--- src/ssc_pkg.sv ---
// Constants, types and register map of the external start/stop control
package ssc_pkg;

   // ==========================================================
   // Register port
   localparam int          ADDR_W     = 5;
   localparam int          DATA_W     = 32;
   localparam logic [4:0]  OFF_CTRL   = 5'h00;
   localparam logic [4:0]  OFF_THRESH = 5'h04;
   localparam logic [4:0]  OFF_ASSIGN = 5'h08;
   localparam logic [4:0]  OFF_STATE  = 5'h0C;
   localparam logic [4:0]  OFF_IRQ_ST = 5'h10;
   localparam logic [4:0]  OFF_IRQ_MK = 5'h14;

   // ==========================================================
   // Control and assignment register fields
   localparam int          SRC_W        = 3;
   localparam int          CTRL_EXT_EN  = 0;
   localparam int          CTRL_LATCH   = 1;
   localparam int          CTRL_DIN_INV = 2;
   localparam int          CTRL_KEYLOCK = 3;
   localparam int          CTRL_REMOTE  = 4;
   localparam int          CTRL_SRC_LSB = 5;
   localparam int          ASSIGN_MASTER_LSB = 8;
   localparam logic [7:0]  CTRL_RESET   = 8'h00;
   localparam logic [15:0] ASSIGN_RESET = 16'h0000;

   // ==========================================================
   // Interrupt status bits
   localparam int          IRQ_W       = 4;
   localparam int          IRQ_START   = 0;
   localparam int          IRQ_STOP    = 1;
   localparam int          IRQ_LOCK    = 2;
   localparam int          IRQ_SETERR  = 3;
   localparam logic [3:0]  IRQ_RESET   = 4'h0;

   // ==========================================================
   // Types
   typedef enum logic [1:0] {
      ST_IDLE    = 2'b00,
      ST_EXT_RUN = 2'b01,
      ST_MAN_RUN = 2'b10,
      ST_MAN_EXT = 2'b11
   } run_state_e;

   typedef enum logic [1:0] {
      LBL_START    = 2'b00,
      LBL_STOP     = 2'b01,
      LBL_EXT_STOP = 2'b10,
      LBL_EXTERNAL = 2'b11
   } mid_label_e;

   typedef struct packed {
      logic [SRC_W-1:0] src;
      logic             remote_speed_mode;
      logic             keylock;
      logic             din_inv;
      logic             latch;
      logic             ext_en;
   } cfg_s;

   typedef struct packed {
      logic [7:0] master_mask;
      logic [7:0] alarm_mask;
   } assign_s;

endpackage

--- src/start_stop_ctrl.sv ---
// Run/stop decision logic for external and front-panel pump control
//
// Decided for this implementation: the register addresses and the strobed register port.
`timescale 1ns/1ps
`default_nettype none

module start_stop_ctrl #(
   parameter int ADC_W   = 12,
   parameter int NUM_AIN = 4,
   parameter int NUM_DIN = 2
) (
   // Clock and reset
   input  wire logic                        CLOCK,
   input  wire logic                        RST,
   // Register port
   input  wire logic [ssc_pkg::ADDR_W-1:0]  ADDR,
   input  wire logic [ssc_pkg::DATA_W-1:0]  WDATA,
   input  wire logic                        WR,
   input  wire logic                        RD,
   output logic      [ssc_pkg::DATA_W-1:0]  RDATA,
   // External sources
   input  wire logic [NUM_AIN-1:0][ADC_W-1:0] AIN,
   input  wire logic [NUM_DIN-1:0]          DIN,
   // Front panel and alarm
   input  wire logic                        KEY_MID,
   input  wire logic                        KEY_INC,
   input  wire logic                        KEY_DEC,
   input  wire logic                        ALARM_STOP,
   // Pump and display
   output logic                             PUMP_RUN,
   output ssc_pkg::mid_label_e              MID_LABEL,
   output logic                             INC_OUT,
   output logic                             DEC_OUT,
   output logic                             LOCK_NOTICE,
   output logic                             SETTING_ERR,
   output logic                             IRQ
);
   import ssc_pkg::*;

   // ==========================================================
   // Registers
   cfg_s                   cfg_ff;
   assign_s                asg_ff;
   logic [ADC_W-1:0]       thresh_ff;
   logic [IRQ_W-1:0]       irq_st_ff;
   logic [IRQ_W-1:0]       irq_mk_ff;
   logic [DATA_W-1:0]      rdata_ff;
   run_state_e             state_ff;
   run_state_e             nxt_state;
   logic                   lvl_ff;
   logic                   prev_ff;
   logic                   run_ff;
   logic                   inc_ff;
   logic                   dec_ff;
   logic                   lock_ff;
   logic                   err_ff;

   // ==========================================================
   // Register decode
   wire wr_ctrl   = WR && (ADDR == OFF_CTRL);
   wire wr_thresh = WR && (ADDR == OFF_THRESH);
   wire wr_assign = WR && (ADDR == OFF_ASSIGN);
   wire wr_irq_st = WR && (ADDR == OFF_IRQ_ST);
   wire wr_irq_mk = WR && (ADDR == OFF_IRQ_MK);

   // ==========================================================
   // Source selection
   logic [ADC_W-1:0] ain_val;
   logic             din_val;
   always_comb begin
      ain_val = '0;
      din_val = 1'b0;
      for (int i = 0; i < NUM_AIN; i++) begin
         if (cfg_ff.src == SRC_W'(i)) begin
            ain_val = AIN[i];
         end
      end
      for (int i = 0; i < NUM_DIN; i++) begin
         if (cfg_ff.src == SRC_W'(i + NUM_AIN)) begin
            din_val = DIN[i];
         end
      end
   end

   wire src_analog = (32'(cfg_ff.src) < NUM_AIN);
   wire src_valid  = (32'(cfg_ff.src) < NUM_AIN + NUM_DIN);
   // Threshold compare only for analog; digital uses pin level, inverted when din_inv is set
   wire lvl_now = src_analog ? (ain_val >= thresh_ff)
                             : (din_val ^ cfg_ff.din_inv);
   // A shared source would let an alarm and the run control fight
   wire conflict = cfg_ff.ext_en &&
                   (!src_valid ||
                    asg_ff.alarm_mask[cfg_ff.src] ||
                    asg_ff.master_mask[cfg_ff.src]);
   wire ext_ok = cfg_ff.ext_en && !conflict;

   // Edges of consecutive samples, one event per transition
   wire rise    = lvl_ff && !prev_ff;
   wire fall    = !lvl_ff && prev_ff;
   wire ext_on  = ext_ok && rise;
   // Latching stops on the next re-reach; plain stops on the drop
   wire ext_off = ext_ok && (cfg_ff.latch ? rise : fall);
   wire mid_act = KEY_MID && !cfg_ff.keylock;

   // ==========================================================
   // Run state
   always_comb begin
      nxt_state = state_ff;
      unique case (state_ff)
         ST_IDLE: begin
            if (ext_on) begin
               nxt_state = ST_EXT_RUN;
            end else if (mid_act) begin
               nxt_state = ST_MAN_RUN;
            end
         end
         ST_EXT_RUN: begin
            if (ext_off || mid_act) begin
               nxt_state = ST_IDLE;
            end
         end
         ST_MAN_RUN: begin
            if (mid_act) begin
               nxt_state = ST_IDLE;
            end else if (ext_on) begin
               nxt_state = ST_MAN_EXT;
            end
         end
         ST_MAN_EXT: begin
            // Manual stop hands the run over to the external stop key
            if (mid_act) begin
               nxt_state = ST_EXT_RUN;
            end
         end
      endcase
      if (ALARM_STOP) begin
         nxt_state = ST_IDLE;
      end
   end

   wire nxt_run   = (nxt_state != ST_IDLE);
   wire start_ev  = nxt_run && !run_ff;
   wire stop_ev   = !nxt_run && run_ff;
   wire [IRQ_W-1:0] irq_set = {conflict, KEY_MID && cfg_ff.keylock,
                               stop_ev, start_ev};
   wire [IRQ_W-1:0] nxt_irq_st =
      (irq_st_ff & ~(wr_irq_st ? WDATA[IRQ_W-1:0] : IRQ_RESET)) | irq_set;

   // ==========================================================
   // Read mux
   wire [DATA_W-1:0] rd_mux =
      (ADDR == OFF_CTRL)   ? DATA_W'(cfg_ff) :
      (ADDR == OFF_THRESH) ? DATA_W'(thresh_ff) :
      (ADDR == OFF_ASSIGN) ? DATA_W'(asg_ff) :
      (ADDR == OFF_STATE)  ? DATA_W'({lvl_ff, conflict, run_ff, state_ff}) :
      (ADDR == OFF_IRQ_ST) ? DATA_W'(irq_st_ff) :
      (ADDR == OFF_IRQ_MK) ? DATA_W'(irq_mk_ff) : '0;

   // ==========================================================
   // Flip-flops
   always_ff @(posedge CLOCK) begin
      if (RST) begin
         cfg_ff    <= cfg_s'(CTRL_RESET);
         asg_ff    <= assign_s'(ASSIGN_RESET);
         thresh_ff <= '0;
         irq_mk_ff <= IRQ_RESET;
      end else begin
         if (wr_ctrl)   cfg_ff    <= cfg_s'(WDATA[7:0]);
         if (wr_assign) asg_ff    <= assign_s'(WDATA[15:0]);
         if (wr_thresh) thresh_ff <= WDATA[ADC_W-1:0];
         if (wr_irq_mk) irq_mk_ff <= WDATA[IRQ_W-1:0];
      end
   end

   always_ff @(posedge CLOCK) begin
      if (RST) begin
         state_ff  <= ST_IDLE;
         run_ff    <= 1'b0;
         lvl_ff    <= 1'b0;
         prev_ff   <= 1'b0;
         irq_st_ff <= IRQ_RESET;
         rdata_ff  <= '0;
      end else begin
         state_ff  <= nxt_state;
         run_ff    <= nxt_run;
         lvl_ff    <= lvl_now;
         prev_ff   <= lvl_ff;
         irq_st_ff <= nxt_irq_st;
         rdata_ff  <= RD ? rd_mux : '0;
      end
   end

   always_ff @(posedge CLOCK) begin
      if (RST) begin
         inc_ff  <= 1'b0;
         dec_ff  <= 1'b0;
         lock_ff <= 1'b0;
         err_ff  <= 1'b0;
      end else begin
         inc_ff  <= KEY_INC && !cfg_ff.remote_speed_mode;
         dec_ff  <= KEY_DEC && !cfg_ff.remote_speed_mode;
         lock_ff <= KEY_MID && cfg_ff.keylock;
         err_ff  <= conflict;
      end
   end

   // ==========================================================
   // Outputs
   assign PUMP_RUN    = run_ff;
   assign MID_LABEL   = (cfg_ff.keylock && cfg_ff.ext_en) ? LBL_EXTERNAL :
                        (state_ff == ST_IDLE)    ? LBL_START :
                        (state_ff == ST_EXT_RUN) ? LBL_EXT_STOP : LBL_STOP;
   assign INC_OUT     = inc_ff;
   assign DEC_OUT     = dec_ff;
   assign LOCK_NOTICE = lock_ff;
   assign SETTING_ERR = err_ff;
   assign IRQ         = |(irq_st_ff & irq_mk_ff);
   assign RDATA       = rdata_ff;

   // ==========================================================
   // Checks
   a_nonlatch_stop: assert property (
      @(posedge CLOCK) disable iff (RST)
      (state_ff == ST_EXT_RUN && ext_ok && !cfg_ff.latch && fall)
      |=> !PUMP_RUN)
      else $error("non-latching fall did not stop pump");
   a_latch_toggle: assert property (
      @(posedge CLOCK) disable iff (RST)
      (state_ff == ST_EXT_RUN && ext_ok && cfg_ff.latch && rise)
      |=> !PUMP_RUN)
      else $error("latching rise did not stop pump");
   a_latch_hold: assert property (
      @(posedge CLOCK) disable iff (RST)
      (state_ff == ST_EXT_RUN && ext_ok && cfg_ff.latch && fall &&
       !mid_act && !ALARM_STOP)
      |=> PUMP_RUN)
      else $error("latching drop stopped pump");
   a_ext_start: assert property (
      @(posedge CLOCK) disable iff (RST)
      (state_ff == ST_IDLE && ext_on && !ALARM_STOP)
      |=> PUMP_RUN && state_ff == ST_EXT_RUN)
      else $error("external start not taken");
   a_manual_start: assert property (
      @(posedge CLOCK) disable iff (RST)
      (state_ff == ST_IDLE && mid_act && !ext_on && !ALARM_STOP)
      |=> PUMP_RUN && state_ff == ST_MAN_RUN)
      else $error("middle key did not start pump");
   a_conflict_block: assert property (
      @(posedge CLOCK) disable iff (RST)
      (conflict && state_ff == ST_IDLE && !KEY_MID)
      |=> state_ff == ST_IDLE && SETTING_ERR)
      else $error("conflicting source started pump");
   a_man_ignore: assert property (
      @(posedge CLOCK) disable iff (RST)
      (state_ff == ST_MAN_EXT && !KEY_MID && !ALARM_STOP)
      |=> state_ff == ST_MAN_EXT)
      else $error("external input acted during manual run");
   a_two_step_stop: assert property (
      @(posedge CLOCK) disable iff (RST)
      (state_ff == ST_MAN_EXT && mid_act && !ALARM_STOP)
      |=> PUMP_RUN && MID_LABEL != LBL_START)
      else $error("manual stop ended run with external start pending");
   a_lock_ignore: assert property (
      @(posedge CLOCK) disable iff (RST)
      (cfg_ff.keylock && KEY_MID && !ALARM_STOP && !ext_on && !ext_off)
      |=> $stable(PUMP_RUN) && LOCK_NOTICE)
      else $error("keylocked middle key changed run state");
   a_alarm_stop: assert property (
      @(posedge CLOCK) disable iff (RST)
      ALARM_STOP |=> !PUMP_RUN)
      else $error("alarm did not stop pump at once");
   a_ext_key_stop: assert property (
      @(posedge CLOCK) disable iff (RST)
      (state_ff == ST_EXT_RUN && mid_act) |=> !PUMP_RUN)
      else $error("external stop key did not stop pump");
   a_remote_keys: assert property (
      @(posedge CLOCK) disable iff (RST)
      (cfg_ff.remote_speed_mode && $past(cfg_ff.remote_speed_mode))
      |-> !INC_OUT && !DEC_OUT)
      else $error("speed keys active in remote speed mode");
   a_inc_pass: assert property (
      @(posedge CLOCK) disable iff (RST)
      (KEY_INC && !cfg_ff.remote_speed_mode) |=> INC_OUT)
      else $error("plus key lost outside remote speed mode");
   a_dec_pass: assert property (
      @(posedge CLOCK) disable iff (RST)
      (KEY_DEC && !cfg_ff.remote_speed_mode) |=> DEC_OUT)
      else $error("minus key lost outside remote speed mode");
   a_one_event: assert property (
      @(posedge CLOCK) disable iff (RST)
      rise |=> !rise)
      else $error("one transition gave two events");

   c_ext_cycle: cover property (@(posedge CLOCK) disable iff (RST)
      state_ff == ST_IDLE ##1 state_ff == ST_EXT_RUN
      ##[1:50] state_ff == ST_IDLE);
   c_two_step: cover property (@(posedge CLOCK) disable iff (RST)
      state_ff == ST_MAN_EXT ##1 state_ff == ST_EXT_RUN);
   c_lock: cover property (@(posedge CLOCK) disable iff (RST) LOCK_NOTICE);
   c_conflict: cover property (@(posedge CLOCK) disable iff (RST)
      SETTING_ERR);

endmodule

`default_nettype wire

--- config.mk ---
export PLATFORM = sky130hd
export DESIGN_NAME = start_stop_ctrl
export DESIGN_NICKNAME = d
export VERILOG_FILES = /design/src/ssc_pkg.sv /design/src/start_stop_ctrl.sv
export SDC_FILE = /design/constraint.sdc
export NUM_CORES = 1
export LEC_CHECK = 0
export BUFFER_PORTS_ARGS = -buffer_cell sky130_fd_sc_hd__clkbuf_2
export CAP_MARGIN = 10
export CORE_MARGIN = 3
export CORE_UTILIZATION = 51
export CTS_BUF_LIST = sky130_fd_sc_hd__clkbuf_8
export CTS_CLUSTER_DIAMETER = 150
export DETAILED_ROUTE_END_ITERATION = 6
export HOLD_SLACK_MARGIN = 0.08
export PLACE_DENSITY = 0.82
export SYNTH_ARGS = -nofsm -noshare
export SYNTH_HDL_FRONTEND = slang
export SYNTH_SLANG_ARGS = --single-unit
--- constraint.sdc ---
create_clock -name CLOCK -period 3.6 [get_ports CLOCK]
set_input_delay 0.72 -clock CLOCK [delete_from_list [all_inputs] [get_ports CLOCK]]
set_output_delay 0.72 -clock CLOCK [all_outputs]
set_load 0.005 [all_outputs]
==> Yosys cells after proc, flatten, opt, wreduce, memory -nomap -nowiden <==
Index checks and enable logic that the tools add are counted.
{ "classes": {"n_lt_le_gt_ge": 4, "n_eq_ne": 13, "mux": 30, "bitwise": 6, "reduce_logical": 38} }
{ "op_table": {"columns": ["operator", "count"], "rows": [
  ["12-bit two-way mux", 5],
  ["2-bit two-way mux", 10],
  ["1-bit logical AND", 18],
  ["16-bit two-way mux", 1],
  ["12-bit >= comparator", 1],
  ["4-bit two-way mux", 3],
  ["5-bit by 4-bit equality test with 1-bit output (second input constant)", 2],
  ["5-bit equality test (second input constant)", 2],
  ["4-bit bitwise AND", 2],
  ["1-bit logical NOT", 8],
  ["8-bit two-way mux", 1],
  ["2-bit case mux with 4 select lines", 1],
  ["4-bit OR reduction", 2],
  ["7-bit OR reduction", 1],
  ["1-bit binary-select mux with 3-bit select", 2],
  ["3-bit by 2-bit equality test with 1-bit output (second input constant)", 2],
  ["3-bit equality test (second input constant)", 2],
  ["3-bit less-than comparator (second input constant)", 2],
  ["1-bit two-way mux", 6],
  ["5-bit by 3-bit equality test with 1-bit output (second input constant)", 1],
  ["5-bit logical NOT", 1],
  ["5-bit two-way mux", 1],
  ["2-bit equality test (second input constant)", 2],
  ["3-bit by 4-bit less-than comparator with 1-bit output (second input constant)", 1],
  ["other kinds (12)", 14]
]} }
{ "totals": {"register_bits": 85, "output_inout_bits": 40, "elab_cells": 114} }

==> Depth between registers and ports, before layout <==
Gate-level depths: netlist (run 1).
{ "logic_depth": {"depth_word": 16, "mapped_depth": 10, "mapped_depth_nobuf": 9} }

==> Worst setup path after synthesis (run 1) <==
Ideal clock, no wire load.
{ "synth_path": {"kind": "reg2reg", "from": "reg cfg_ff[5] (netlist bit)", "to": "reg lvl_ff", "setup_time_ns": 0.125, "t_arrival_ns": 2.444, "path_slack_ns": 1.031, "path_stages_with_launch": 11, "n_path_buf": 2, "synth_period_minus_slack_ns": 2.569, "cell_sequence": "dfxtp_1 -> buf_6 -> buf_2 -> mux4_2 -> nor2b_1 -> ha_1 -> a21oi_1 -> o21ai_0 -> or4_1 -> nor2_1 -> a211oi_1"} }
{ "synth_via": {"elab_chain_cells": 7, "elab_cells_between_ends": 16, "classes_between": "order compare (2); eq/ne (5); mux (7); bitwise (1); reduce/logical (1)"} }
{ "synth_lines": {"columns": ["item", "line_no", "source"], "rows": [
  ["from (decl)", "start_stop_ctrl.sv:42", "cfg_s cfg_ff;"],
  ["from (signal assigned)", "start_stop_ctrl.sv:163", "cfg_ff <= cfg_s'(CTRL_RESET);"],
  ["from (signal assigned)", "start_stop_ctrl.sv:168", "if (wr_ctrl) cfg_ff <= cfg_s'(WDATA[7:0]);"],
  ["3-bit logical NOT", "start_stop_ctrl.sv:74", "if (cfg_ff.src == SRC_W'(i)) begin"],
  ["12-bit two-way mux (4 in a row)", "start_stop_ctrl.sv:74", null],
  ["12-bit >= comparator", "start_stop_ctrl.sv:88", "wire lvl_now = src_analog ? (ain_val >= thresh_ff)"],
  ["1-bit two-way mux (*)", "start_stop_ctrl.sv:88", null],
  ["to (signal assigned)", "start_stop_ctrl.sv:186", "lvl_ff <= lvl_now;"],
  ["to (decl)", "start_stop_ctrl.sv:50", "logic lvl_ff;"]
]} }
Mark *: on every way between the ends. The rest lies on a longest branch, timed or not.
A chain may end at the register's enable or synchronous reset.

==> Final worst setup path (run 1) <==
{ "layout_path": {"from": "reg cfg_ff[5] (netlist bit)", "to": "reg run_ff, in the netlist PUMP_RUN"} }
{ "layout_via": {"elab_chain_cells": 13, "elab_cells_between_ends": 21, "classes_between": "order compare (1); mux (10); reduce/logical (10)"} }
{ "layout_lines": {"columns": ["item", "line_no", "source"], "rows": [
  ["1-bit binary-select mux with 3-bit select / 3-bit less-than comparator (equally long branches)", "start_stop_ctrl.sv:93, start_stop_ctrl.sv:86", null],
  ["1-bit two-way mux (implied by the code) / 1-bit logical NOT (equally long branches)", "start_stop_ctrl.sv:93, start_stop_ctrl.sv:92", null],
  ["1-bit logical OR", "start_stop_ctrl.sv:92", "(!src_valid ||"],
  ["1-bit logical OR (*)", "start_stop_ctrl.sv:93", "asg_ff.alarm_mask[cfg_ff.src] ||"],
  ["1-bit logical AND (*)", "start_stop_ctrl.sv:91", "wire conflict = cfg_ff.ext_en &&"],
  ["1-bit logical NOT (*)", "start_stop_ctrl.sv:95", "wire ext_ok = cfg_ff.ext_en && !conflict;"],
  ["1-bit logical AND (*)", "start_stop_ctrl.sv:95", null],
  ["1-bit logical AND (on tied branches)", "start_stop_ctrl.sv:100, start_stop_ctrl.sv:102", null],
  ["2-bit two-way mux / 1-bit logical OR (equally long branches)", "start_stop_ctrl.sv:125, start_stop_ctrl.sv:118", null],
  ["2-bit two-way mux (on tied branches)", "start_stop_ctrl.sv:123, start_stop_ctrl.sv:118", null],
  ["2-bit case mux with 4 select lines (*)", "start_stop_ctrl.sv:109", "unique case (state_ff)"],
  ["2-bit two-way mux (*)", "start_stop_ctrl.sv:136", "if (ALARM_STOP) begin"],
  ["2-bit nonzero test (*)", "start_stop_ctrl.sv:141", "wire nxt_run = (nxt_state != ST_IDLE);"],
  ["to (signal assigned)", "start_stop_ctrl.sv:185", "run_ff <= nxt_run;"],
  ["to (decl)", "start_stop_ctrl.sv:52", "logic run_ff;"]
]} }
Mark *: on every way between the ends. The rest lies on a longest branch, timed or not. The select of a mux whose other input is x is not followed.

==> summary.md, run 1 <==
| Metric | Value |
|---|---|
| Critical path class | `flip-flop to flip-flop` |
| Number of port buffers | `102` |
| Final antenna-violating net count | `0` |
| Worst Path Buf+Inv | `1` |
| Crit-path slowest cell | `dfxtp_1` |
| First-pass GRT wire length | `16.00 mm` |
| Syn-to-layout area delta | `18.79%` |
| Nature of the critical path endpoint | `flip-flop` |
| Fin area | `4374 µm²` |
| Routed via count | `3468` |
| Clock Path Buffers | `2` |
| Cells along the critical path | `buf_4, mux4_1, mux2i_1, o21ai_1, o221ai_2, and3_4, nor3_1` |
| Ant. Diodes | `0` |
| NetSw | `393.3 µW` |
| Power share of the clock group | `40.3%` |
| Die height | `90.97 µm` |
| Routed WL | `9.843 mm` |
| Setup slack after layout | `791.5 ps` |
| Fillers | `623` |
| Std-Cell Core Area | `6907 µm²` |
| Slew Limit Fails | `0` |
| Gp weighted congestion | `0.8885` |
| Ys async rst share | `0%` |
| CTS Sinks | `69` |
| Post-Synth XOR/XNOR Area | `0.4757%` |
| Grt ovf | `0` |
| Max-Slew Margin vs Limit | `41.11%` |
| Clock-pin slew on the worst setup and hold paths | `80 ps` |
| Sequential share of power | `49.4%` |
| Tot Pwr | `1582 µW` |
| Setup WS pre-CTS | `831.8 ps` |
| DRT Pass-1 Iters | `5` |
| Period utilization | `78.01%` |
| Syn Area/Cell | `8.788 µm²` |
| Setup Total Neg Slack | `0 ps` |
| Post-synth EDFFs | `0` |
| Final Critical Period | `2809 ps` |
| Hold-fix buffers, CTS | `0` |
| Vias per inst | `5.676` |
| Largest family of logic cells by synthesized area | `simple AND/OR/NAND/NOR gates` |
| Reg area | `1381 µm²` |
| Outcome | `complete, no violations` |
| CTS Root Buffer Type | `clkbuf_8` |
| Post-synth cell types | `49` |
| Cell leakage power | `0.001827 µW` |
| Post-synthesis cell count | `419` |
| Pwr Density | `361.6 nW/µm²` |
| Hold Path Class | `flip-flop to flip-flop` |
| Gr usage total | `23.96%` |
| Max Fanout on Critical Path | `11` |
| Max Clock Skew | `6.103 ps` |
| I/O pin count | `135` |
| WHS | `463.4 ps` |
| Max-capacitance violation count | `0` |
| DR iter-0 viols | `298` |
| Post-Synth Simple-Gate Area | `21.98%` |
| Synth warnings | `0` |
| Routed len/inst | `16.11 µm` |
| Mux cell area share after synthesis | `14.07%` |
| Share of layout cells above drive strength 1 | `27.96%` |
| # rows | `30` |
| Sequential share of the synthesized area | `37.51%` |
| Sw frac | `24.86%` |
| Fin nets | `617` |
| Final hold violations | `0` |
| Area contributors post-synth | `dfxtp_1 38%, nand2_1 7.5%, mux4_2 6.1%` |
| Placed wire-length estimate | `7.099 mm` |
| Top FF cell, synth | `dfxtp_1` |
| Die Wd | `90.97 µm` |
| Compound-Gate Fraction of Synth Area | `13.69%` |
| RSZ-0062 raised after global routing | `false` |
| Comb power frac | `10.3%` |
| Skew-Pair Late Insertion Delay | `350 ps` |
| Area leader, netlist | `dfxtp_1` |
| Most frequent cells in the layout | `102 x clkbuf_2, 74 x nand2_1, 69 x dfxtp_1, 43 x a21oi_1, 28 x nor2_1` |
| Top-area cell type share of the netlist area | `37.51%` |
| Vias in the first global route | `3412` |
| CTS tree | `yes` |
| Largest net degree at the start of global routing | `51` |
| Adder-cell share of the synthesized area | `4.077%` |
| PostCTS Resize Cnt | `0` |
| Num CTS Buffers | `9` |
| Fmax | `356.1 MHz` |
| Req. time, crit path | `3810 ps` |
| Pint | `1188 µW` |
| Max incr delay on CP | `660 ps` |
| Seq cells post-synth | `69` |
| Most common cell after layout, fill and taps aside | `clkbuf_2` |
| Final count of negative-setup-slack endpoints | `0` |
| Starting Density | `53.32%` |
| Arrival time worst endpoint | `3010 ps` |
| Initial antenna violation count | `0` |
| Mapped cell area | `3682 µm²` |
| Delay-heaviest family, CP | `multiplexers` |
| Drt drc | `0` |
| Startpoint Class | `flip-flop` |
| Multi-input logic area | `2066 µm²` |
| Worst-Margin Slew | `882.8 ps` |
| H-Tree Level Count | `3` |
| Postcts setup bufs | `0` |
| Placed Area | `4175 µm²` |
| Die ar. | `8276 µm²` |
| Peak supply drop | `218.5 µV` |
## logic make-up (layout without fill, tap and decap cells)
family,after synthesis,after routing
adder cells (fa/ha/maj),12,12
buffers and inverters,58,139
XOR/XNOR,2,2
AND/OR/NAND/NOR,166,166
flip-flops,69,69
multiplexers,31,31
AO/OA/AOI/OAI,80,80
other,1,16
## worst register-to-register path, stage by stage, from the launching register on
cell,delay (ps)
dfxtp_1,660
buf_4,340
mux4_1,590
mux2i_1,270
o21ai_1,210
o221ai_2,290
and3_4,240
nor3_1,60
## final cells by class
class / count / share of cell area, %
multi-input combinational: 307 / 47.23
sequential: 69 / 31.58
timing repair buffer: 107 / 12.53
clock buffer: 10 / 3.146
tap: 96 / 2.746
clock inverter: 6 / 1.402
inverter: 16 / 1.373
## worst paths after layout
kind	startpoint	end	slack, ps	cells past startpoint
worst max register to register	cfg_ff[5]$_SDFFE_PP0P_	PUMP_RUN$_SDFF_PP0_	790	7
worst min-delay path	asg_ff[6]$_SDFFE_PP0P_	asg_ff[6]$_SDFFE_PP0P_	460	2
worst max-delay path	cfg_ff[5]$_SDFFE_PP0P_	PUMP_RUN$_SDFF_PP0_	790	7
worst min register to register	asg_ff[6]$_SDFFE_PP0P_	asg_ff[6]$_SDFFE_PP0P_	460	2
## power by group through the flow
| stage | logic, µW | clock network (µW) | registers (µW) |
|---|---|---|---|
| 6_report | 163 | 637 | 782 |
| 3_5_place_dp | 159 | 0 | 800 |
| 3_3_place_gp | 154 | 0 | 799 |
| 2_1_floorplan | 98.9 | 0 | 797 |
| 4_1_cts | 161 | 640 | 782 |
| 5_1_grt | 178 | 671 | 783 |
## layer usage
layer	global-route usage [%]	part of all wire, %	vias to the layer above
met5	0	0	-
met4	10.93	2.6	0
met3	4.391	9.0	27
met2	41.14	49	199
met1	29.04	40	1624
li1	-	-	1618
## sequential cells by signal, summed over array words and instances (netlist names), 2 cells and up
register and cells:
RDATA 16, asg_ff 16, cfg_ff 8, irq_mk_ff 4, irq_st_ff 4, state_ff 2
thresh_ff 12
## synthesized netlist by cell type (3+ instances only)
library cell   n
nand2_1       74
dfxtp_1       69
a21oi_1       43
nor2_1        28
clkbuf_1      19
buf_4         16
inv_1         16
mux2i_1       15
nor2b_1       15
ha_1          12
mux4_2        10
nand3_1        8
nor3_1         8
o21ai_0        7
a22oi_1        6
and2_1         6
mux4_1         5
a211oi_1       4
a31oi_1        4
buf_2          4
nand2b_1       4
nand3b_1       4
nor3b_1        4
a221o_1        3
a221oi_1       3
and3_1         3
## through the flow
stage                     utilization, %  cells
after floorplan                        -    434
after CTS                          63.33    611
after global routing               63.33    611
after global placement             60.45    595
final                              63.33    611
after detailed placement           60.45    595
Power figures use the tool's default switching activity.
==> run 2, diff against run 1 <==
ABC_AREA = 1   (was unset)
PLACE_DENSITY = 0.83   (was 0.82)
clock period = 2.9 ns   (was 3.6 ns; I/O delays follow)
==> run 2 against run 1 <==
Effect of this change:
- largest cell class unchanged
- sequential share of layout area up 0.58 points
- highest routed layer unchanged
- core utilization up 2.4 points
- critical path depth up 7
- via count up 8.1%
- design area down 1.8%
==> summary.md, run 2 <==
| Metric | Value |
|---|---|
| Die Wd | `89.19 µm (was 90.97 µm)` |
| Arrival time worst endpoint | `2840 ps (was 3010 ps)` |
| Ys async rst share | `0% (unchanged)` |
| Placed wire-length estimate | `7.441 mm (was 7.099 mm)` |
| Clock-pin slew on the worst setup and hold paths | `80 ps (about the same)` |
| Number of port buffers | `102 (unchanged)` |
| Max incr delay on CP | `520 ps (was 660 ps)` |
| CTS Sinks | `69 (unchanged)` |
| Setup Total Neg Slack | `0 ps (unchanged)` |
| Seq cells post-synth | `69 (unchanged)` |
| Most frequent cells in the layout | `102 x clkbuf_2, 94 x nand2_1, 77 x inv_1, 69 x dfxtp_1, 54 x o21ai_0 (was 102 x clkbuf_2, 74 x nand2_1, 69 x dfxtp_1, 43 x a21oi_1, 28 x nor2_1)` |
| Sequential share of the synthesized area | `39.14% (was 37.51%)` |
| Routed WL | `9.979 mm (was 9.843 mm)` |
| Cell with the most instances after synthesis | `nand2_1 (unchanged)` |
| Top-area cell type share of the netlist area | `39.14% (was 37.51%)` |
| Die ar. | `7955 µm² (was 8276 µm²)` |
| Cell leakage power | `0.002022 µW (was 0.001827 µW)` |
| Critical path class | `flip-flop to flip-flop (unchanged)` |
| Fmax | `383.3 MHz (was 356.1 MHz)` |
| Post-synth cell types | `36 (was 49)` |
| DR iter-0 viols | `412 (was 298)` |
| I/O pin count | `135 (unchanged)` |
| Pwr Density | `482.3 nW/µm² (was 361.6 nW/µm²)` |
| Mapped cell area | `3530 µm² (was 3682 µm²)` |
| Most common cell after layout, fill and taps aside | `clkbuf_2 (unchanged)` |
| Max-capacitance violation count | `0 (unchanged)` |
| Crit-path slowest cell | `dfxtp_1 (unchanged)` |
| Final Critical Period | `2609 ps (was 2809 ps)` |
| Startpoint Class | `flip-flop (unchanged)` |
| Uppermost layer routed | `met4 (unchanged)` |
| Post-synth EDFFs | `0 (unchanged)` |
| Max Clock Skew | `9.164 ps (was 6.103 ps)` |
| CTS Root Buffer Type | `clkbuf_8 (unchanged)` |
| DR WL met2 | `4.482 mm (was 4.816 mm)` |
| Req. time, crit path | `3130 ps (was 3810 ps)` |
| Worst-Margin Slew | `869.7 ps (was 882.8 ps)` |
| H-Tree Level Count | `3 (unchanged)` |
| Die height | `89.19 µm (was 90.97 µm)` |
| Largest net degree at the start of global routing | `40 (was 51)` |
| Share of layout cells above drive strength 1 | `22.48% (was 27.96%)` |
| Std-Cell Core Area | `6531 µm² (was 6907 µm²)` |
| Clock Path Buffers | `2 (unchanged)` |
| Outcome | `complete, no violations (unchanged)` |
| Final hold violations | `0 (unchanged)` |
| Num CTS Buffers | `9 (unchanged)` |
| Syn-to-layout area delta | `21.69% (was 18.79%)` |
| DRT Pass-1 Iters | `5 (unchanged)` |
| RSZ-0062 raised after global routing | `false (unchanged)` |
| First-pass GRT wire length | `15.41 mm (was 16.00 mm)` |
| Post-synthesis cell count | `498 (was 419)` |
| Nature of the critical path endpoint | `flip-flop (unchanged)` |
| CTS tree | `yes (unchanged)` |
| Vias per inst | `5.496 (was 5.676)` |
| Starting Density | `54.04% (was 53.32%)` |
| Top FF cell, synth | `dfxtp_1 (unchanged)` |
| Max Fanout on Critical Path | `12 (was 11)` |
| Routed via count | `3748 (was 3468)` |
| Final antenna-violating net count | `0 (unchanged)` |
| Area contributors post-synth | `dfxtp_1 39%, nand2_1 10%, inv_1 8.2% (was dfxtp_1 38%, nand2_1 7.5%, mux4_2 6.1%)` |
| Area leader, netlist | `dfxtp_1 (unchanged)` |
| Routed len/inst | `14.63 µm (was 16.11 µm)` |
| Gr usage total | `25.23% (was 23.96%)` |
| Synth warnings | `0 (unchanged)` |
| Peak supply drop | `287.4 µV (was 218.5 µV)` |
| Final count of negative-setup-slack endpoints | `0 (unchanged)` |
| R2R Setup Slk | `290 ps (was 790 ps)` |
| Cells along the critical path | `nor3_1, buf_4, a22o_1, a221oi_1, ha_1, o21ai_0, a21boi_0, o21a_1, o21ai_0, nand2_1, nand2_1, nand2_1, nand2_1, a31oi_1 (was buf_4, mux4_1, mux2i_1, o21ai_1, o221ai_2, and3_4, nor3_1)` |
| Vias in the first global route | `3214 (was 3412)` |
| Ant. Diodes | `0 (unchanged)` |
| Final Util | `65.77% (was 63.33%)` |
| Slew Limit Fails | `0 (unchanged)` |
| Initial antenna violation count | `0 (unchanged)` |
| Skew-Pair Late Insertion Delay | `350 ps (about the same)` |
| Gp weighted congestion | `0.9177 (was 0.8885)` |
| # rows | `29 (was 30)` |
| Syn Area/Cell | `7.088 µm² (was 8.788 µm²)` |
| Max-Slew Margin vs Limit | `41.88% (was 41.11%)` |
| CP dominant cell by count | `nand2_1` |
| Drt drc | `0 (unchanged)` |
| Grt ovf | `0 (unchanged)` |
| Hold Path Class | `flip-flop to flip-flop (unchanged)` |
| Fin nets | `707 (was 617)` |
| Met3 routed wirelength | `957 µm (was 886 µm)` |
| Period utilization | `89.97% (was 78.01%)` |
| M1 WL | `4.381 mm (was 3.889 mm)` |
| Post-synth top cells | `94 x nand2_1, 77 x inv_1, 69 x dfxtp_1 (was 74 x nand2_1, 69 x dfxtp_1, 43 x a21oi_1)` |
## run 2: changes by cell type in the layout (fill, tap and decap cells not counted), moves of 8 or more
cell      delta
mux4_2      -10
nor2b_1     -15
inv_1       +61
nand2_1     +20
o221ai_1     +8
o21ai_0     +47
o22ai_1     +16
a21oi_1      +8
mux2i_1     -15
## run 2: final timing paths
| kind | cells after the start | endpoint | startpoint |
|---|---|---|---|
| max | 14 | lvl_ff$_SDFF_PP0_ | cfg_ff[7]$_SDFFE_PP0P_ |
| max reg2reg | 14 | lvl_ff$_SDFF_PP0_ | cfg_ff[7]$_SDFFE_PP0P_ |
| min reg2reg | 2 | RDATA[15]$_SDFF_PP0_ | asg_ff[15]$_SDFFE_PP0P_ |
| min | 2 | RDATA[15]$_SDFF_PP0_ | asg_ff[15]$_SDFFE_PP0P_ |
## run 2: cells by family (layout without fill, tap and decap cells)
group / count (synthesis) / count (layout) / synth area share (%)
AO/OA/AOI/OAI: 149 / 149 / 24.11
XOR/XNOR: 1 / 1 / 0.2482
adder cells (fa/ha/maj): 12 / 12 / 4.254
buffers and inverters: 115 / 207 / 14.07
flip-flops: 69 / 69 / 39.13
other: 1 / 16 / 0.1062
AND/OR/NAND/NOR: 151 / 151 / 18.08
## run 2: power breakdown
group | switching (µW) | internal (µW)
Sequential | 10.1 | 963
Clock | 391 | 488
Combinational | 123 | 95.6
## run 2: worst max-delay path: cells and delay by family (launching register included)
family / cells / cell delay [ps]
compound gates: 7 / 1150
fa+ha+maj: 1 / 280
buf+inv: 1 / 200
flops: 1 / 520
simple gates: 5 / 350
## run 2: repair_timing
item                       CTS  global route
setup endpoints to repair    0             1
buffers inserted             0             0
hold buffers                 0             0
resized for setup            0             1
hold endpoints to repair     0             0
## run 2: final cells by class
class                   instances  area [µm²]
well taps                      77       96.34
clock inverters                 7       98.84
repair buffers                112       585.6
inverters                      79       296.5
fillers                       577        2236
clock buffers                   9       123.9
multi-input cells             329        1713
flip-flops and latches         69        1381
## run 2: metal layers
metal / track usage (%) / vias to the layer above
met2: 38.98 / 205
met4: 8.660 / 0
met1: 35.51 / 1700
met3: 4.516 / 16
li1: - / 1827
met5: 0 / -
## run 2: per-stage QoR
stage	cell area (µm²)	hold WS [ps]	std cells	total power [µW]	setup slack, ps
global placement	4068	440.9	666	1201	378.7
CTS	4290	456.2	682	2078	354.1
global route	4295	480.4	682	2159	63.67
floorplan	3586	430.4	513	1129	519.7
finish	4295	456.6	682	2072	291.0
detailed placement	4068	445.5	666	1210	372.2
==> run 3, diff against run 2 <==
RECOVER_POWER = 100   (was unset)
SKIP_CTS_REPAIR_TIMING = 1   (was unset)
==> run 3 against run 2 <==
Effect of this change:
- flip-flop and latch count did not move
- count of clock-buffer cells in the layout did not move
- sequential share of layout area rose by 0.36 points
- worst hold slack barely moved
- combinational power barely moved
- clock skew fell by 2.3 ps
- sequential power barely moved
- critical path depth did not move
- die area did not move
==> summary.md, run 3 (synthesized netlist as in run 2, its figures left out) <==
| Metric | Value |
|---|---|
| Critical Path Start | `cfg_ff[7]$_SDFFE_PP0P_ (unchanged)` |
| Worst reg2reg path depth | `14 (unchanged)` |
| Max Clock Skew | `6.824 ps (was 9.164 ps)` |
| Startpoint Class | `flip-flop (unchanged)` |
| Gp weighted congestion | `0.9177 (unchanged)` |
| Number of port buffers | `102 (unchanged)` |
| Max Fanout on Critical Path | `12 (unchanged)` |
| Nature of the critical path endpoint | `flip-flop (unchanged)` |
| Req. time, crit path | `3130 ps (about the same)` |
| Setup slack after layout | `301.5 ps (was 291.0 ps)` |
| Ant. Diodes | `0 (unchanged)` |
| Worst-Margin Slew | `876.7 ps (was 869.7 ps)` |
| Die height | `89.19 µm (unchanged)` |
| Multi-input logic area | `1698 µm² (was 1713 µm²)` |
| Placed wire-length estimate | `7.441 mm (unchanged)` |
| First-pass GRT wire length | `15.41 mm (unchanged)` |
| Skew-Pair Late Insertion Delay | `350 ps (about the same)` |
| Grt ovf | `0 (unchanged)` |
| Clock-pin slew on the worst setup and hold paths | `80 ps (about the same)` |
| DR WL met2 | `4.461 mm (was 4.482 mm)` |
| Share of layout cells above drive strength 1 | `18.68% (was 22.48%)` |
| Setup WS pre-CTS | `372.2 ps (unchanged)` |
| Reg area | `1381 µm² (unchanged)` |
| Critical path class | `flip-flop to flip-flop (unchanged)` |
| CTS Sinks | `69 (unchanged)` |
| # rows | `29 (unchanged)` |
| Num CTS Buffers | `9 (unchanged)` |
| Syn-to-layout area delta | `20.35% (was 21.69%)` |
| Vias per inst | `5.466 (was 5.496)` |
| Fmax | `384.8 MHz (was 383.3 MHz)` |
| Std-Cell Core Area | `6531 µm² (unchanged)` |
| Gr usage total | `25.23% (unchanged)` |
| Arrival time worst endpoint | `2830 ps (was 2840 ps)` |
| Hold path start | `asg_ff[15]$_SDFFE_PP0P_ (unchanged)` |
| Critical R2R Capture | `lvl_ff$_SDFF_PP0_ (unchanged)` |
| Starting Density | `54.04% (unchanged)` |
| Max-capacitance violation count | `0 (unchanged)` |
| WHS Endpoint | `RDATA[15]$_SDFF_PP0_ (unchanged)` |
| Placed Area | `4068 µm² (unchanged)` |
| Final Critical Period | `2598 ps (was 2609 ps)` |
| Largest net degree at the start of global routing | `40 (unchanged)` |
| Pwr Density | `487.2 nW/µm² (was 482.3 nW/µm²)` |
| Routed WL | `9.931 mm (was 9.979 mm)` |
| Most frequent cells in the layout | `95 x nand2_1, 85 x clkbuf_2, 77 x inv_1, 69 x dfxtp_1, 55 x o21ai_0 (was 102 x clkbuf_2, 94 x nand2_1, 77 x inv_1, 69 x dfxtp_1, 54 x o21ai_0)` |
| RSZ-0062 raised after global routing | `false (unchanged)` |
| I/O pin count | `135 (unchanged)` |
| Fillers | `593 (was 577)` |
| Clock Path Buffers | `2 (unchanged)` |
| DRT Pass-1 Iters | `5 (unchanged)` |
| Final hold violations | `0 (unchanged)` |
| Most common cell after layout, fill and taps aside | `nand2_1 (was clkbuf_2)` |
| Period utilization | `89.60% (was 89.97%)` |
| DR iter-0 viols | `490 (was 412)` |
| Hold path cells | `2 (unchanged)` |
| Met3 routed wirelength | `1.030 mm (was 957 µm)` |
| Cell leakage power | `0.001954 µW (was 0.002022 µW)` |
| Outcome | `complete, no violations (unchanged)` |
| Routed via count | `3728 (was 3748)` |
| M1 WL | `4.303 mm (was 4.381 mm)` |
| Drt drc | `0 (unchanged)` |
| Vias in the first global route | `3214 (unchanged)` |
| Setup Total Neg Slack | `0 ps (unchanged)` |
| Initial antenna violation count | `0 (unchanged)` |
| Final count of negative-setup-slack endpoints | `0 (unchanged)` |
| Final Util | `65.04% (was 65.77%)` |
| CTS tree | `yes (unchanged)` |
| Fin area | `4248 µm² (was 4295 µm²)` |
| Fin nets | `707 (unchanged)` |
| CTS Root Buffer Type | `clkbuf_8 (unchanged)` |
| Die Wd | `89.19 µm (unchanged)` |
| Peak supply drop | `286.0 µV (was 287.4 µV)` |
| Hold Path Class | `flip-flop to flip-flop (unchanged)` |
| Max-Slew Margin vs Limit | `41.41% (was 41.88%)` |
| Worst r2r src | `cfg_ff[7]$_SDFFE_PP0P_ (unchanged)` |
| H-Tree Level Count | `3 (unchanged)` |
| Routed len/inst | `14.56 µm (was 14.63 µm)` |
| Slew Limit Fails | `0 (unchanged)` |
| R2R Setup Slk | `300 ps (was 290 ps)` |
| Die ar. | `7955 µm² (unchanged)` |
| Final antenna-violating net count | `0 (unchanged)` |
| Uppermost layer routed | `met4 (unchanged)` |
[run 3: cell types whose count changed in the layout (fill, tap and decap cells not counted), sizes merged]
cell,before,now
buf,10,8
clkbuf,111,113
[run 3: cell type report]
cell class / instances / share of cell area, %
multi-input combinational: 329 / 39.97
sequential: 69 / 32.52
inverter: 79 / 6.981
timing repair buffer: 112 / 13.02
clock inverter: 7 / 2.327
clock buffer: 9 / 2.916
tap: 77 / 2.268
[run 3: power breakdown]
part / internal, µW / switching (µW) / total (µW)
registers: 963 / 10.0 / 973
clock network: 488 / 393 / 881
logic: 93.7 / 122 / 216
[run 3: metrics by stage]
stage	hold WS, ps	std cells	power [µW]
after floorplan	430.4	513	1129
after global placement	440.9	666	1201
after detailed placement	445.5	666	1210
after CTS	456.2	682	2078
after global routing	480.4	682	2156
final	456.5	682	2070
[run 3: how the worst max path moves through the flow]
stage | cells past startpoint | end | slack (ps)
2_1_floorplan | 16 | lvl_ff$_SDFF_PP0_ | 520
3_3_place_gp | 14 | lvl_ff$_SDFF_PP0_ | 380
3_5_place_dp | 14 | lvl_ff$_SDFF_PP0_ | 370
4_1_cts | 14 | lvl_ff$_SDFF_PP0_ | 350
5_1_grt | 15 | lvl_ff$_SDFF_PP0_ | 60
6_report | 14 | lvl_ff$_SDFF_PP0_ | 300
[run 3: metal layers]
| layer | global-route usage [%] | up-vias |
|---|---|---|
| li1 | - | 1825 |
| met1 | 35.51 | 1673 |
| met2 | 38.98 | 216 |
| met3 | 4.516 | 14 |
| met4 | 8.660 | 0 |
| met5 | 0 | - |
[run 3: worst max-delay path, cell delays in order, from the launching register on]
cell,delay (ps)
dfxtp_1,510
nor3_1,110
buf_4,190
a22o_1,210
a221oi_1,250
ha_1,280
o21ai_0,150
a21boi_0,110
o21a_1,170
o21ai_0,190
nand2_1,90
nand2_1,60
nand2_1,40
nand2_1,50
a31oi_1,60
